--- config.mk ---
export PLATFORM = sky130hd
export DESIGN_NAME = ctbr_regs
export DESIGN_NICKNAME = d
export VERILOG_FILES = /design/src/verilog/ctbr_pkg.sv /design/src/verilog/ctbr_regs.sv /design/src/verilog/ctbr_sec_timer.sv
export SDC_FILE = /design/constraint.sdc
export NUM_CORES = 1
export LEC_CHECK = 0
export BUFFER_PORTS_ARGS = -buffer_cell sky130_fd_sc_hd__buf_4
export CAP_MARGIN = 20
export CORE_UTILIZATION = 60
export CTS_BUF_LIST = sky130_fd_sc_hd__clkbuf_2 sky130_fd_sc_hd__clkbuf_4 sky130_fd_sc_hd__clkbuf_8
export CTS_CLUSTER_DIAMETER = 120
export DETAILED_ROUTE_END_ITERATION = 16
export HOLD_SLACK_MARGIN = 0.08
export PLACE_DENSITY_LB_ADDON = 0.2
export SLEW_MARGIN = 30
export SYNTH_ARGS = -nofsm -noshare
export SYNTH_HDL_FRONTEND = slang
export SYNTH_SLANG_ARGS = --single-unit
--- constraint.sdc ---
create_clock -name CLK -period 8.2 [get_ports CLK]
set_input_delay 0.82 -clock CLK [delete_from_list [all_inputs] [get_ports CLK]]
set_output_delay 0.82 -clock CLK [all_outputs]
set_load 0.005 [all_outputs]
--- src/verilog/ctbr_pkg.sv ---
// package: offsets, field layouts, reset values and timing for the control bank
`default_nettype none
package ctbr_pkg;
   // register offsets on the register port
   localparam logic [7:0] OFS_TERM_TIMER = 8'h07;
   localparam logic [7:0] OFS_COMP_THERM = 8'h08;
   localparam logic [7:0] OFS_OPT_BATSW  = 8'h09;
   // reset values
   localparam logic [7:0] RST_TERM_TIMER = 8'h9d;
   localparam logic [7:0] RST_COMP_THERM = 8'h03;
   localparam logic [7:0] RST_OPT_BATSW  = 8'h44;
   // field positions, first control register
   localparam int TERM_EN_BIT  = 7;
   localparam int IND_DIS_BIT  = 6;
   localparam int WDOG_LSB     = 4;
   localparam int TMR_EN_BIT   = 3;
   localparam int DUR_LSB      = 1;
   // field positions, second control register
   localparam int CRES_LSB     = 5;
   localparam int CCLAMP_LSB   = 2;
   localparam int THERMAL_REGULATION_THRESHOLD_LSB     = 0;
   // field positions, third control register
   localparam int FOPT_BIT     = 7;
   localparam int SLOW_BIT     = 6;
   localparam int BSW_DIS_BIT  = 5;
   localparam int BSW_DLY_BIT  = 3;
   localparam int SRST_EN_BIT  = 2;
   localparam int RAISE_BIT    = 1;
   localparam int LOWER_BIT    = 0;
   // bits of the third register kept through a watchdog expiry
   localparam logic [7:0] WDOG_KEEP_MASK = 8'h3c;
   // fault code for safety timer expiry
   localparam logic [1:0] FAULT_SAFETY_TMR = 2'h3;
   // timing: clock rate and second tick
   localparam longint CLK_HZ        = 125000000;
   localparam longint SEC_CYCLES    = CLK_HZ;
   localparam int     WDOG_40_S     = 40;
   localparam int     WDOG_80_S     = 80;
   localparam int     WDOG_160_S    = 160;
   localparam int     DUR_5_H       = 5;
   localparam int     DUR_8_H       = 8;
   localparam int     DUR_12_H      = 12;
   localparam int     DUR_20_H      = 20;
   localparam int     SEC_PER_HOUR  = 3600;
   // thermal thresholds in degrees C
   localparam logic [7:0] THERMAL_REGULATION_THRESHOLD_60  = 8'h3c;
   localparam logic [7:0] THERMAL_REGULATION_THRESHOLD_80  = 8'h50;
   localparam logic [7:0] THERMAL_REGULATION_THRESHOLD_100 = 8'h64;
   localparam logic [7:0] THERMAL_REGULATION_THRESHOLD_120 = 8'h78;
   // compensation weights: resistance per lsb in mohm, clamp in mV
   localparam logic [7:0] CRES_STEP_MOHM = 8'h14;
   localparam logic [7:0] CCLAMP_STEP_MV = 8'h20;
   // register port write/read request carried as one bundle
   typedef struct packed {
      logic       wr;
      logic       rd;
      logic [7:0] addr;
      logic [7:0] wdata;
   } ctbr_req_type;
   // decoded settings handed to the charger logic
   typedef struct packed {
      logic       term_enable;
      logic       indicator_pin_disable;
      logic       timer_slowdown_enable;
      logic       system_reset_enable;
      logic [7:0] thermal_regulation_threshold;
      logic [7:0] compensation_resistance;
      logic [7:0] compensation_clamp;
   } ctbr_cfg_type;
endpackage
`default_nettype wire

--- src/verilog/ctbr_regs.sv ---
// charger control register bank: termination, timers, compensation, switch
`timescale 1ns/1ps
`default_nettype none
module ctbr_regs #(
   parameter longint SEC_CYCLES      = ctbr_pkg::SEC_CYCLES,
   parameter longint SHIP_DLY_CYCLES = 64'd1250000000
) (
   input  wire logic                    CLK,
   input  wire logic                    SYS_RST,
   input  wire logic                    SOFT_RESET,
   input  wire ctbr_pkg::ctbr_req_type  REQ,
   output logic [7:0]                   RDATA,
   input  wire logic                    CHARGING,
   input  wire logic                    REGULATING,
   input  wire logic                    OPT_DONE,
   input  wire logic                    PULSE_FEATURE_ENABLE,
   input  wire logic                    PULSE_DONE,
   input  wire logic                    FAULT_READ,
   output logic                         OPT_START,
   output logic                         PULSE_RAISE,
   output logic                         PULSE_LOWER,
   output logic                         BATTERY_SWITCH_ON,
   output logic                         SAFETY_TIMER_ENABLE,
   output logic                         WATCHDOG_FAULT,
   output logic [1:0]                   CHARGE_FAULT_CODE,
   output ctbr_pkg::ctbr_cfg_type       CFG
);
   ////////////////////////////////////////////////////////////////////////
   // registers and decode
   // three byte registers at 0x07 to 0x09
   // host-visible register state
   logic [7:0]  term_timer_r;   // first control register
   logic [7:0]  comp_therm_r;   // second control register
   logic [7:0]  opt_batsw_r;    // third control register
   logic [7:0]  opt_batsw_nxt;  // third register next value
   // event pulses and decode
   logic        wdog_exp;       // watchdog expiry pulse
   logic        safety_exp;     // safety timer expiry pulse
   logic        host_access;    // any register access kicks watchdog
   logic        wr07;           // write to first register
   logic        wr08;           // write to second register
   logic        wr09;           // write to third register
   // timing state; sec_cnt_r and half_r cleared by SYS_RST only, the rest by either reset
   logic [35:0] sec_cnt_r;      // prescaler to one second
   logic        sec_tick;       // one-second strobe
   logic        half_r;         // toggles to halve safety rate
   logic        safety_tick;    // safety timer advance
   logic [35:0] dly_cnt_r;      // ship mode delay counter
   logic        switch_off_r;   // battery switch forced off
   // limits in seconds, zero means off
   logic [17:0] wdog_limit;     // watchdog period in seconds
   logic [17:0] safety_limit;   // safety limit in seconds

   // one-cycle strobes, so each write lands once
   // reads also count as host activity
   assign host_access = REQ.wr | REQ.rd;
   assign wr07 = REQ.wr && REQ.addr == ctbr_pkg::OFS_TERM_TIMER;
   assign wr08 = REQ.wr && REQ.addr == ctbr_pkg::OFS_COMP_THERM;
   assign wr09 = REQ.wr && REQ.addr == ctbr_pkg::OFS_OPT_BATSW;

   // two-bit field to period in seconds
   // code zero gives limit zero: timer disabled
   function automatic logic [17:0] wdog_secs(input logic [1:0] f);
      case (f)
         2'h0:    wdog_secs = 18'h0; // watchdog off
         2'h1:    wdog_secs = 18'(ctbr_pkg::WDOG_40_S);
         2'h2:    wdog_secs = 18'(ctbr_pkg::WDOG_80_S);
         default: wdog_secs = 18'(ctbr_pkg::WDOG_160_S);
      endcase
   endfunction

   // two-bit field to hours limit in seconds
   // 20 h is 72000 s, inside the 18-bit limit
   function automatic logic [17:0] dur_secs(input logic [1:0] f);
      case (f)
         2'h0:    dur_secs = 18'(ctbr_pkg::DUR_5_H * ctbr_pkg::SEC_PER_HOUR);
         2'h1:    dur_secs = 18'(ctbr_pkg::DUR_8_H * ctbr_pkg::SEC_PER_HOUR);
         2'h2:    dur_secs = 18'(ctbr_pkg::DUR_12_H * ctbr_pkg::SEC_PER_HOUR);
         default: dur_secs = 18'(ctbr_pkg::DUR_20_H * ctbr_pkg::SEC_PER_HOUR);
      endcase
   endfunction

   ////////////////////////////////////////////////////////////////////////
   // time base
   // free-running second strobe, shared by both timers
   // one shared prescaler: a restarted timer may
   // lose up to a second of its first period
   // SEC_CYCLES lets a bench shorten the second
   always_ff @(posedge CLK) begin
      if (SYS_RST || sec_cnt_r == 36'(SEC_CYCLES - 1)) begin
         sec_cnt_r <= 36'h0;
      end else begin
         sec_cnt_r <= sec_cnt_r + 36'h1;
      end
   end
   // strobe high in the last prescaler cycle
   assign sec_tick = sec_cnt_r == 36'(SEC_CYCLES - 1);

   // halve the safety rate while regulating if slowdown enabled
   // half_r flips each second; gating passes every
   // other tick, phase set by the free prescaler
   always_ff @(posedge CLK) begin
      if (SYS_RST) begin
         half_r <= 1'b0;
      end else if (sec_tick) begin
         half_r <= ~half_r;
      end
   end
   // otherwise every second counts
   assign safety_tick = sec_tick &&
      (!(REGULATING && opt_batsw_r[ctbr_pkg::SLOW_BIT]) || half_r);

   ////////////////////////////////////////////////////////////////////////
   // timers
   // both count whole seconds from sec_tick
   // watchdog restarts on every host access; field zero disables it
   // clear wins over counting; expiry is one pulse
   // soft reset restarts it as well
   ctbr_sec_timer u_wdog (
      .clk     (CLK),
      .rst     (SYS_RST || SOFT_RESET),
      .clear   (host_access),
      .run     (1'b1),
      .tick    (sec_tick),
      .limit   (wdog_limit),
      .expired (wdog_exp)
   );
   assign wdog_limit =
      wdog_secs(term_timer_r[ctbr_pkg::WDOG_LSB +: 2]);

   // safety timer runs only while charging with the timer enabled
   // losing charge or enable restarts the limit;
   // a partly used period is not resumed
   ctbr_sec_timer u_safety (
      .clk     (CLK),
      .rst     (SYS_RST || SOFT_RESET),
      .clear   (1'b0),
      .run     (CHARGING && term_timer_r[ctbr_pkg::TMR_EN_BIT]),
      .tick    (safety_tick),
      .limit   (safety_limit),
      .expired (safety_exp)
   );
   assign safety_limit =
      dur_secs(term_timer_r[ctbr_pkg::DUR_LSB +: 2]);

   ////////////////////////////////////////////////////////////////////////
   // first and second control registers
   // both fully restored by soft reset or watchdog expiry
   // restores win over a same-cycle host write
   // reserved bit0 is plain storage
   always_ff @(posedge CLK) begin
      if (SYS_RST || SOFT_RESET || wdog_exp) begin
         term_timer_r <= ctbr_pkg::RST_TERM_TIMER;
      end else if (wr07) begin
         term_timer_r <= REQ.wdata;
      end
   end

   // second register: compensation, threshold
   always_ff @(posedge CLK) begin
      if (SYS_RST || SOFT_RESET || wdog_exp) begin
         comp_therm_r <= ctbr_pkg::RST_COMP_THERM;
      end else if (wr08) begin
         comp_therm_r <= REQ.wdata;
      end
   end

   ////////////////////////////////////////////////////////////////////////
   // third control register: set-only and self-clearing bits
   // priority by order: host write, completions,
   // then the watchdog restore last
   always_comb begin
      opt_batsw_nxt = opt_batsw_r;
      // host write replaces the whole byte first
      if (wr09) begin
         opt_batsw_nxt = REQ.wdata;
         // host may only set the optimiser start
         opt_batsw_nxt[ctbr_pkg::FOPT_BIT] =
            opt_batsw_r[ctbr_pkg::FOPT_BIT] |
            REQ.wdata[ctbr_pkg::FOPT_BIT];
         // pulse requests accept a one only with feature enabled
         // feature off: a write may clear, never set
         if (!PULSE_FEATURE_ENABLE) begin
            opt_batsw_nxt[ctbr_pkg::RAISE_BIT] =
               opt_batsw_r[ctbr_pkg::RAISE_BIT] &
               REQ.wdata[ctbr_pkg::RAISE_BIT];
            opt_batsw_nxt[ctbr_pkg::LOWER_BIT] =
               opt_batsw_r[ctbr_pkg::LOWER_BIT] &
               REQ.wdata[ctbr_pkg::LOWER_BIT];
         end
      end
      // completion clears only if no new set arrives the same cycle
      if (OPT_DONE && !(wr09 && REQ.wdata[ctbr_pkg::FOPT_BIT])) begin
         opt_batsw_nxt[ctbr_pkg::FOPT_BIT] = 1'b0;
      end
      // same for the pulse pair
      if (PULSE_DONE && !(wr09 && PULSE_FEATURE_ENABLE &&
          (REQ.wdata[ctbr_pkg::RAISE_BIT] ||
           REQ.wdata[ctbr_pkg::LOWER_BIT]))) begin
         opt_batsw_nxt[ctbr_pkg::RAISE_BIT] = 1'b0;
         opt_batsw_nxt[ctbr_pkg::LOWER_BIT] = 1'b0;
      end
      // watchdog restores all but the switch bits, the reset enable bit and the reserved bit
      if (wdog_exp) begin
         opt_batsw_nxt = (opt_batsw_r & ctbr_pkg::WDOG_KEEP_MASK) |
            (ctbr_pkg::RST_OPT_BATSW & ~ctbr_pkg::WDOG_KEEP_MASK);
      end
   end

   // only soft reset or SYS_RST restores the battery switch bits
   // watchdog restore is already in the next value
   always_ff @(posedge CLK) begin
      if (SYS_RST || SOFT_RESET) begin
         opt_batsw_r <= ctbr_pkg::RST_OPT_BATSW;
      end else begin
         opt_batsw_r <= opt_batsw_nxt;
      end
   end

   ////////////////////////////////////////////////////////////////////////
   // battery switch control
   // ship mode: switch off, now or delayed
   // delay counter runs from the disable write, whether or not delay is chosen
   // saturates so the off decision stays stable;
   // SHIP_DLY_CYCLES defaults to 10 s at 125 MHz
   always_ff @(posedge CLK) begin
      if (SYS_RST || SOFT_RESET || !opt_batsw_r[ctbr_pkg::BSW_DIS_BIT]) begin
         dly_cnt_r <= 36'h0;
      end else if (dly_cnt_r != 36'(SHIP_DLY_CYCLES)) begin
         dly_cnt_r <= dly_cnt_r + 36'h1;
      end
   end

   // switch goes off at once, or after the ship mode delay
   // stays off while the disable bit is held;
   // only a zero write, soft reset or SYS_RST frees it
   always_ff @(posedge CLK) begin
      if (SYS_RST || SOFT_RESET) begin
         switch_off_r <= 1'b0;
      end else if (!opt_batsw_r[ctbr_pkg::BSW_DIS_BIT]) begin
         switch_off_r <= 1'b0;
      end else if (!opt_batsw_r[ctbr_pkg::BSW_DLY_BIT] ||
                   dly_cnt_r == 36'(SHIP_DLY_CYCLES)) begin
         switch_off_r <= 1'b1;
      end
   end
   // high means the switch may conduct
   assign BATTERY_SWITCH_ON = ~switch_off_r;

   ////////////////////////////////////////////////////////////////////////
   // fault status
   // faults are sticky until FAULT_READ
   // watchdog fault held until the host reads the fault register
   // expiry wins over a same-cycle read
   // soft reset clears it like other state
   always_ff @(posedge CLK) begin
      if (SYS_RST || SOFT_RESET) begin
         WATCHDOG_FAULT <= 1'b0;
      end else if (wdog_exp) begin
         WATCHDOG_FAULT <= 1'b1;
      end else if (FAULT_READ) begin
         WATCHDOG_FAULT <= 1'b0;
      end
   end

   // safety expiry code held until read; set wins over read
   // only the safety expiry code is made here
   always_ff @(posedge CLK) begin
      if (SYS_RST || SOFT_RESET) begin
         CHARGE_FAULT_CODE <= 2'h0;
      end else if (safety_exp) begin
         CHARGE_FAULT_CODE <= ctbr_pkg::FAULT_SAFETY_TMR;
      end else if (FAULT_READ) begin
         CHARGE_FAULT_CODE <= 2'h0;
      end
   end

   ////////////////////////////////////////////////////////////////////////
   // readback and decoded outputs
   // read data registered, held to next read
   // unmapped offsets return zero
   // reads have no side effect on registers
   always_ff @(posedge CLK) begin
      if (SYS_RST) begin
         RDATA <= 8'h0;
      end else if (REQ.rd) begin
         case (REQ.addr)
            ctbr_pkg::OFS_TERM_TIMER: RDATA <= term_timer_r;
            ctbr_pkg::OFS_COMP_THERM: RDATA <= comp_therm_r;
            ctbr_pkg::OFS_OPT_BATSW:  RDATA <= opt_batsw_r;
            default:                  RDATA <= 8'h0; // unmapped reads zero
         endcase
      end
   end

   // register bits driven straight out
   assign OPT_START   = opt_batsw_r[ctbr_pkg::FOPT_BIT];
   assign PULSE_RAISE = opt_batsw_r[ctbr_pkg::RAISE_BIT];
   assign PULSE_LOWER = opt_batsw_r[ctbr_pkg::LOWER_BIT];
   assign SAFETY_TIMER_ENABLE = term_timer_r[ctbr_pkg::TMR_EN_BIT];

   // settings decoded into engineering units for the analogue loops
   // weights are whole lsb steps, so a product
   // suffices; 140 mohm and 224 mV fit 8 bits
   // thermal code maps to whole degrees C
   always_comb begin
      CFG.term_enable = term_timer_r[ctbr_pkg::TERM_EN_BIT];
      CFG.indicator_pin_disable =
         term_timer_r[ctbr_pkg::IND_DIS_BIT];
      CFG.timer_slowdown_enable = opt_batsw_r[ctbr_pkg::SLOW_BIT];
      CFG.system_reset_enable =
         opt_batsw_r[ctbr_pkg::SRST_EN_BIT];
      CFG.compensation_resistance = 8'(
         {5'h0, comp_therm_r[ctbr_pkg::CRES_LSB +: 3]} *
         ctbr_pkg::CRES_STEP_MOHM);
      CFG.compensation_clamp = 8'(
         {5'h0, comp_therm_r[ctbr_pkg::CCLAMP_LSB +: 3]} *
         ctbr_pkg::CCLAMP_STEP_MV);
      case (comp_therm_r[ctbr_pkg::THERMAL_REGULATION_THRESHOLD_LSB +: 2])
         2'h0:    CFG.thermal_regulation_threshold = ctbr_pkg::THERMAL_REGULATION_THRESHOLD_60;
         2'h1:    CFG.thermal_regulation_threshold = ctbr_pkg::THERMAL_REGULATION_THRESHOLD_80;
         2'h2:    CFG.thermal_regulation_threshold = ctbr_pkg::THERMAL_REGULATION_THRESHOLD_100;
         default: CFG.thermal_regulation_threshold = ctbr_pkg::THERMAL_REGULATION_THRESHOLD_120;
      endcase
   end
endmodule
`default_nettype wire

--- src/verilog/ctbr_sec_timer.sv ---
// seconds counter with expiry pulse, tick input gates advancement
`timescale 1ns/1ps
`default_nettype none
module ctbr_sec_timer (
   input  wire logic        clk,
   input  wire logic        rst,
   input  wire logic        clear,   // restart from zero
   input  wire logic        run,     // counting allowed
   input  wire logic        tick,    // one advance step
   input  wire logic [17:0] limit,   // expiry count, zero disables
   output logic             expired  // one-cycle pulse
);
   logic [17:0] count_r; // elapsed steps

   // count steps; restart from zero on expiry so one pulse per period
   always_ff @(posedge clk) begin
      if (rst || clear || !run || limit == 18'h0) begin
         count_r <= 18'h0;
         expired <= 1'b0;
      end else if (tick) begin
         if (count_r + 18'h1 >= limit) begin
            count_r <= 18'h0;
            expired <= 1'b1;
         end else begin
            count_r <= count_r + 18'h1;
            expired <= 1'b0;
         end
      end else begin
         expired <= 1'b0;
      end
   end
endmodule
`default_nettype wire
==> results of run 1 <==
-- tightest hold or removal path: cells and delay by family, from the launching register on --
family / cells / cell delay (ns)
flops: 1 / 0.32
compound gates: 1 / 0.04
simple gates: 1 / 0.07
-- cells by family (layout without fill, tap and decap cells) --
family                     after synthesis  count (layout)
adders and majority gates               37              37
and+or+nand+nor                        468             468
xor gates and xnor gates                92              92
other                                    1              10
buffers and inverters                   87             128
AOI/OAI and AO/OA                      106             106
muxes                                   18              18
DFF                                    146             146
-- state kept, by name (all words and copies together), names as in the netlist --
register / flops
dly_cnt_r: 36
switch_off_r: 1
u_wdog.expired: 1
u_wdog.count_r: 18
u_safety.count_r: 18
sec_cnt_r: 36
u_safety.expired: 1
WATCHDOG_FAULT: 1
comp_therm_r: 8
opt_batsw_r: 8
term_timer_r: 8
CHARGE_FAULT_CODE: 1
half_r: 1
RDATA: 8
-- metrics by stage --
| stage | util | hold WS, ns | cell area, sq um | power (mW) | cells |
|---|---|---|---|---|---|
| final | 0.685 | 0.460 | 8720 | 1.33 | 1177 |
| after global routing | 0.685 | 0.499 | 8720 | 1.37 | 1177 |
| after CTS | 0.685 | 0.455 | 8720 | 1.34 | 1177 |
| after detailed placement | 0.654 | 0.437 | 8310 | 0.769 | 1145 |
| after global placement | 0.654 | 0.434 | 8310 | 0.768 | 1145 |
| after floorplan | - | 0.413 | 7910 | 0.752 | 964 |
-- final cells by class --
class / instances / area [sq um]
Fill cell: 1098 / 4000
Inverter: 30 / 113
Multi-Input combinational cell: 731 / 4570
Clock inverter: 14 / 163
Sequential cell: 146 / 2920
Clock buffer: 18 / 241
Timing Repair Buffer: 66 / 495
Tap cell: 172 / 215
-- report_power, final --
group          switching (mW)  internal [mW]
registers             0.00230          0.712
clock network           0.276          0.303
logic                  0.0219         0.0164
-- worst max path at each step --
stage	slack, ns	end	start	cells past startpoint
3_5_place_dp	4.37	u_safety.count_r[11]$_SDFFE_PP0P_	u_safety.count_r[0]$_SDFFE_PP0P_	13
5_1_grt	4.02	u_safety.count_r[9]$_SDFFE_PP0P_	u_safety.count_r[0]$_SDFFE_PP0P_	13
2_1_floorplan	5.02	u_safety.count_r[13]$_SDFFE_PP0P_	u_safety.count_r[0]$_SDFFE_PP0P_	13
4_1_cts	4.35	u_safety.count_r[11]$_SDFFE_PP0P_	u_safety.count_r[0]$_SDFFE_PP0P_	13
3_3_place_gp	4.45	u_safety.count_r[7]$_SDFFE_PP0P_	u_safety.count_r[0]$_SDFFE_PP0P_	13
6_report	4.32	u_safety.count_r[11]$_SDFFE_PP0P_	u_safety.count_r[0]$_SDFFE_PP0P_	13
-- metal layers --
layer | vias up | share of wire | routed length, um
li1 | 3397 | - | -
met1 | 3101 | 0.48 | 8100
met2 | 147 | 0.46 | 7800
met3 | 22 | 0.044 | 750
met4 | 0 | 0.013 | 216
met5 | - | 0 | 0
-- cell usage in the layout (no fill, tap or decap), types with 14 or more instances in the layout --
cell type	instances
xor2_1	49
mux2i_1	18
nand2_1	92
dfxtp_1	146
xnor2_1	43
nor4_1	14
a21oi_1	41
o21ai_1	15
nand3_1	47
nand4_1	36
nor3_1	30
clkbuf_8	17
and3_1	18
buf_4	66
ha_1	37
inv_1	28
or3_1	20
nor2_1	134
==> results.sh, run 1 <==
export IMPL_crit_chain="ha_1, nand3_1, nor2_1, nand2_1, xnor2_1, ha_1, nand3_1, nor3_1, or4_1, nor4_4, buf_4, nand4_1, a31oi_1"
export IMPL_top_level_ports=71
export IMPL_area_growth_pct=10.7
export IMPL_clock_skew_ns=0.0163
export IMPL_min_path_type="register to register"
export IMPL_powerDensity_nw_per_um2=153
export IMPL_synth_compound_area_frac=0.0817
export IMPL_cts_buffers=17
export IMPL_reg2reg_depth=13
export IMPL_syn_avg_cell_area_sq_um=8.24
export IMPL_drc_errors=0
export IMPL_path_delay_family="simple AND/OR/NAND/NOR gates"
export IMPL_grt_util_met3=0.0581
export IMPL_worst_setup_path_end_kind="register"
export IMPL_place_congestion=0.932
export IMPL_cp_slowest_cell="nor4_4"
export IMPL_fin_ws_ns=4.32
export IMPL_cts_hold_buf=0
export IMPL_critical_path_class="register to register"
export IMPL_num_vias=6667
export IMPL_post_route_period_util=0.473
export IMPL_drt_initial_drc_count=544
export IMPL_hp_start="u_safety.expired$_SDFF_PP0_"
export IMPL_path_clk_slew_ns=0.08
export IMPL_cts_max_path_buffers=2
export IMPL_start_util=0.619
export IMPL_setup_violations=0
export IMPL_synth_most_common_cell="dfxtp_1"
export IMPL_tightest_slew_ns=0.846
export IMPL_hold_violations=0
export IMPL_grt_first_pass_wirelength_mm=27.6
export IMPL_coreArea_sq_um=12700
export IMPL_cp_num_buf_inv=1
export IMPL_maxSlewHeadroom=0.432
export IMPL_cts_root_buf="clkbuf_8"
export IMPL_use_met2=0.422
export IMPL_synth_ff_type="dfxtp_1"
export IMPL_r2r_start="u_safety.count_r[0]$_SDFFE_PP0P_"
export IMPL_synthSimpleGateAreaFrac=0.310
export IMPL_met1_usage=0.337
export IMPL_grt_max_degree=36
export IMPL_place_ws_ns=4.37
export IMPL_post_route_min_period_ns=3.88
export IMPL_htreeDepth=4
export IMPL_antenna_found_initial=0
export IMPL_syn_cell_area_sq_um=7870
export IMPL_r2r_end="u_safety.count_r[11]$_SDFFE_PP0P_"
export IMPL_grt_pass1_vias=5913
export IMPL_wl_per_cell_um=14.3
export IMPL_drt_wl_total_mm=16.9
export IMPL_num_rows=41
export IMPL_first_pass_iters=5
export IMPL_drv_slew=0
export IMPL_ys_ff_latch=146
export IMPL_cp_arrival_ns=4.24
export IMPL_layout_drive_gt1_share=0.122
export IMPL_finalNetCount=1056
export IMPL_ir_drop_v=0.000187
export IMPL_dieArea_sq_um=13600
export IMPL_synth_largest_area_cell="dfxtp_1"
export IMPL_ant_nets=0
export IMPL_clock_sinks=146
export IMPL_cts_setup_buffers=0
export IMPL_synthTopCellsByCount="dfxtp_1 (146), nor2_1 (134), nand2_1 (92), xor2_1 (49), nand3_1 (47)"
export IMPL_insertion_delay_ns=0.46
export IMPL_yosys_warnings=0
export IMPL_num_antenna_cells=0
export IMPL_synthAdderAreaFrac=0.0588
export IMPL_synth_top_family_by_area="simple AND/OR/NAND/NOR gates"
export IMPL_ys_seq_area_frac=0.371
export IMPL_setup_tns_ns=0
export IMPL_status="completed"
export IMPL_cts_resized=0
export IMPL_grtUsageTotal=0.257
export IMPL_cap_violations=0
export IMPL_required_ns=8.56
export IMPL_die_y_um=117
export IMPL_synthMuxAreaShare=0.0229
export IMPL_busiest_layer="met2"
export IMPL_holdPathStages=2
export IMPL_rsz0062_at_grt="false"
export IMPL_io_buffers=60
export IMPL_syn_inst=955
export IMPL_grt_ovfl_total=0
export IMPL_critPathMaxFanout=14
export IMPL_synthXorXnorAreaFrac=0.102
export IMPL_synthDistinctLibCells=60
export IMPL_synth_area_leaders="dfxtp_1 (37%), nor2_1 (6.4%), ha_1 (5.9%), xor2_1 (5.5%), xnor2_1 (4.8%)"
export IMPL_cts_tree="yes"
export IMPL_die_w_um=117
export IMPL_synth_top_area_frac=0.371
export IMPL_post_dp_hpwl_mm=12.0
export IMPL_rrSetupSlack_ns=4.32
export IMPL_synth_edf_count=0
export IMPL_cpPeakStageDelay_ns=0.57
export IMPL_max_freq_mhz=258
export IMPL_async_reset_ff_frac=0
export IMPL_worstSetupStartpointType="register"
export IMPL_leakage_nw=3.19
export IMPL_min_to="CHARGE_FAULT_CODE[0]$_SDFFE_PP0P_"
export IMPL_viasPerCell=5.66
(Power assumes the default switching activity.)
==> run 2: changes to the inputs <==
ABC_AREA = 1   (was unset)
clock period = 3.7 ns   (was 8.2 ns; I/O delays follow)
==> run 2 against run 1 <==
Sequential cell count unchanged. Sequential share of layout area shrank 2.3 points. Clock skew shrank 0.0026 ns. Register-to-register slack got worse by 3.7 ns. Largest power group unchanged. Routed wire length increased by 20%. Synthesized cell count is 31% higher.
==> results.sh, run 2 <==
export IMPL_status="completed"
export IMPL_cts_hold_buf=0
export IMPL_io_buffers=60
export IMPL_grt_first_pass_wirelength_mm=33.2
export IMPL_yosys_warnings=0
export IMPL_setup_tns_ns=0
export IMPL_rrSetupSlack_ns=0.58
export IMPL_start_util=0.625
export IMPL_reg2reg_depth=18
export IMPL_die_y_um=121
export IMPL_clock_sinks=146
export IMPL_finalNetCount=1371
export IMPL_top_regs="dly_cnt_r: 36 flops, sec_cnt_r: 36 flops"
export IMPL_place_ws_ns=0.589
export IMPL_insertion_delay_ns=0.44
export IMPL_first_pass_iters=8
export IMPL_crit_chain="ha_1, nand2_1, nor4_1, nand4_1, nand2_1, inv_1, ha_1, nand2_1, nor3_1, nand2_1, nor2_1, nand3_1, nand3_1, nor2_2, nand2_1, nand2_2, nand2_4, nor2_1"
export IMPL_htreeDepth=4
export IMPL_cap_violations=0
export IMPL_min_path_type="primary input to register"
export IMPL_rsz0062_at_grt="false"
export IMPL_cp_slowest_cell="nor4_1"
export IMPL_cts_max_path_buffers=2
export IMPL_num_rows=42
export IMPL_grt_ovfl_total=0
export IMPL_cpMostUsedCell="nand2_1"
export IMPL_cp_arrival_ns=3.45
export IMPL_drc_errors=0
export IMPL_synth_top_area_frac=0.346
export IMPL_path_clk_slew_ns=0.08
export IMPL_tightest_slew_ns=0.684
export IMPL_cts_buffers=17
export IMPL_syn_inst=1251
export IMPL_cts_resized=0
export IMPL_setup_violations=0
export IMPL_min_to="opt_batsw_r[6]$_SDFFE_PP1P_"
export IMPL_num_vias=8034
export IMPL_synth_area_leaders="dfxtp_1 (35%), nand2_1 (12%), inv_1 (7.7%), nor2_1 (7.1%), ha_1 (5.5%)"
export IMPL_ys_seq_area_frac=0.346
export IMPL_ir_drop_v=0.000412
export IMPL_critical_path_class="register to register"
export IMPL_syn_cell_area_sq_um=8440
export IMPL_cts_tree="yes"
export IMPL_holdPathStages=3
export IMPL_hp_start="REQ[6]"
export IMPL_fillerInstances=1177
export IMPL_die_w_um=121
export IMPL_critPathMaxFanout=15
export IMPL_required_ns=4.03
export IMPL_top_level_ports=71
export IMPL_grtUsageTotal=0.286
export IMPL_syn_avg_cell_area_sq_um=6.75
export IMPL_r2r_start="u_safety.count_r[0]$_SDFFE_PP0P_"
export IMPL_layout_drive_gt1_share=0.114
export IMPL_synthTopCellsByCount="nand2_1 (272), inv_1 (174), nor2_1 (160), dfxtp_1 (146), a21oi_1 (73)"
export IMPL_ys_ff_latch=146
export IMPL_post_dp_hpwl_mm=15.5
export IMPL_synth_largest_area_cell="dfxtp_1"
export IMPL_antenna_found_initial=0
export IMPL_powerDensity_nw_per_um2=321
export IMPL_place_congestion=0.953
export IMPL_grt_max_degree=37
export IMPL_cpPeakStageDelay_ns=0.49
export IMPL_worstSetupStartpointType="register"
export IMPL_r2r_end="u_safety.count_r[6]$_SDFFE_PP0P_"
export IMPL_post_route_period_util=0.842
export IMPL_leakage_nw=3.66
export IMPL_final_common_cell="nand2_1"
export IMPL_synth_most_common_cell="nand2_1"
export IMPL_num_antenna_cells=0
export IMPL_cts_root_buf="clkbuf_8"
export IMPL_drv_slew=0
export IMPL_async_reset_ff_frac=0
export IMPL_drt_wl_total_mm=20.3
export IMPL_fin_ws_ns=0.584
export IMPL_worst_setup_path_end_kind="register"
export IMPL_clock_skew_ns=0.0137
export IMPL_synthDistinctLibCells=41
export IMPL_ant_nets=0
export IMPL_drt_initial_drc_count=661
export IMPL_synth_ff_type="dfxtp_1"
export IMPL_final_cell_mix="nand2_1 (272), inv_1 (174), nor2_1 (160)"
export IMPL_holdWs_ns=0.160
export IMPL_synth_edf_count=0
export IMPL_post_route_min_period_ns=3.12
export IMPL_cts_setup_buffers=0
export IMPL_area_growth_pct=10.9
export IMPL_maxSlewHeadroom=0.544
export IMPL_wl_per_cell_um=13.5
export IMPL_coreArea_sq_um=13500
export IMPL_grt_pass1_vias=7194
export IMPL_max_freq_mhz=321
export IMPL_hold_violations=0
export IMPL_viasPerCell=5.37
export IMPL_dieArea_sq_um=14600
-- run 2: changes by cell type after synthesis, sizes merged, moves of 26 or more --
cell / change
inv: +151
o21ai: +31
xnor2: -37
nor3: +26
nor2: +48
a21oi: +32
nand2: +185
-- run 2: metrics by stage --
stage,instance area [sq um],std cells,util,power (mW)
after detailed placement,8930,1464,0.661,1.68
after global routing,9360,1496,0.693,3.10
after floorplan,8480,1260,-,1.66
final,9360,1496,0.693,3.00
after CTS,9360,1496,0.693,3.02
after global placement,8930,1464,0.661,1.68
-- run 2: area by class of cell --
class / count / area, sq um / share of cell area
Clock buffer: 24 / 305 / 0.0326
Timing Repair Buffer: 63 / 473 / 0.0505
Inverter: 180 / 676 / 0.0722
Multi-Input combinational cell: 899 / 4640 / 0.496
Sequential cell: 146 / 2920 / 0.312
Clock inverter: 8 / 125 / 0.0134
Tap cell: 176 / 220 / 0.0235
-- run 2: worst max-delay path, delay by kind of cell (launching register included) --
family | cells | cell delay [ns]
simple gates | 15 | 2.04
fa+ha+maj | 2 | 0.48
buf+inv | 1 | 0.05
flops | 1 | 0.43
-- run 2: worst max-delay path by stage --
stage	start	end	slack [ns]	cells past startpoint
floorplan	u_safety.count_r[0]$_SDFFE_PP0P_	u_safety.count_r[3]$_SDFFE_PP0P_	0.95	19
CTS	u_safety.count_r[0]$_SDFFE_PP0P_	u_safety.count_r[6]$_SDFFE_PP0P_	0.57	18
finish	u_safety.count_r[0]$_SDFFE_PP0P_	u_safety.count_r[6]$_SDFFE_PP0P_	0.58	18
detailed placement	u_safety.count_r[0]$_SDFFE_PP0P_	u_safety.count_r[6]$_SDFFE_PP0P_	0.59	18
global route	u_safety.count_r[0]$_SDFFE_PP0P_	u_safety.count_r[9]$_SDFFE_PP0P_	0.08	18
global placement	u_safety.count_r[0]$_SDFFE_PP0P_	u_safety.count_r[6]$_SDFFE_PP0P_	0.66	18
-- run 2: routing by layer --
metal  global-route usage  vias up  part of all wire
li1                     -     4140                 -
met3               0.0571       28             0.057
met2                0.480      250              0.47
met5                    0        -                 0
met4               0.0826        0             0.015
met1                0.370     3616              0.46
-- run 2: report_power, final --
part | switching (mW) | internal [mW]
Sequential | 0.00214 | 1.57
Combinational | 0.0452 | 0.0275
Clock | 0.600 | 0.753
Total | 0.648 | 2.35
-- run 2: logic make-up after synthesis --
kind of cell / synth area share
flip-flops: 0.346
AO/OA/AOI/OAI: 0.0969
buffers and inverters: 0.108
adder cells (fa/ha/maj): 0.0548
XOR/XNOR: 0.0320
other: 0.000444
AND/OR/NAND/NOR: 0.361
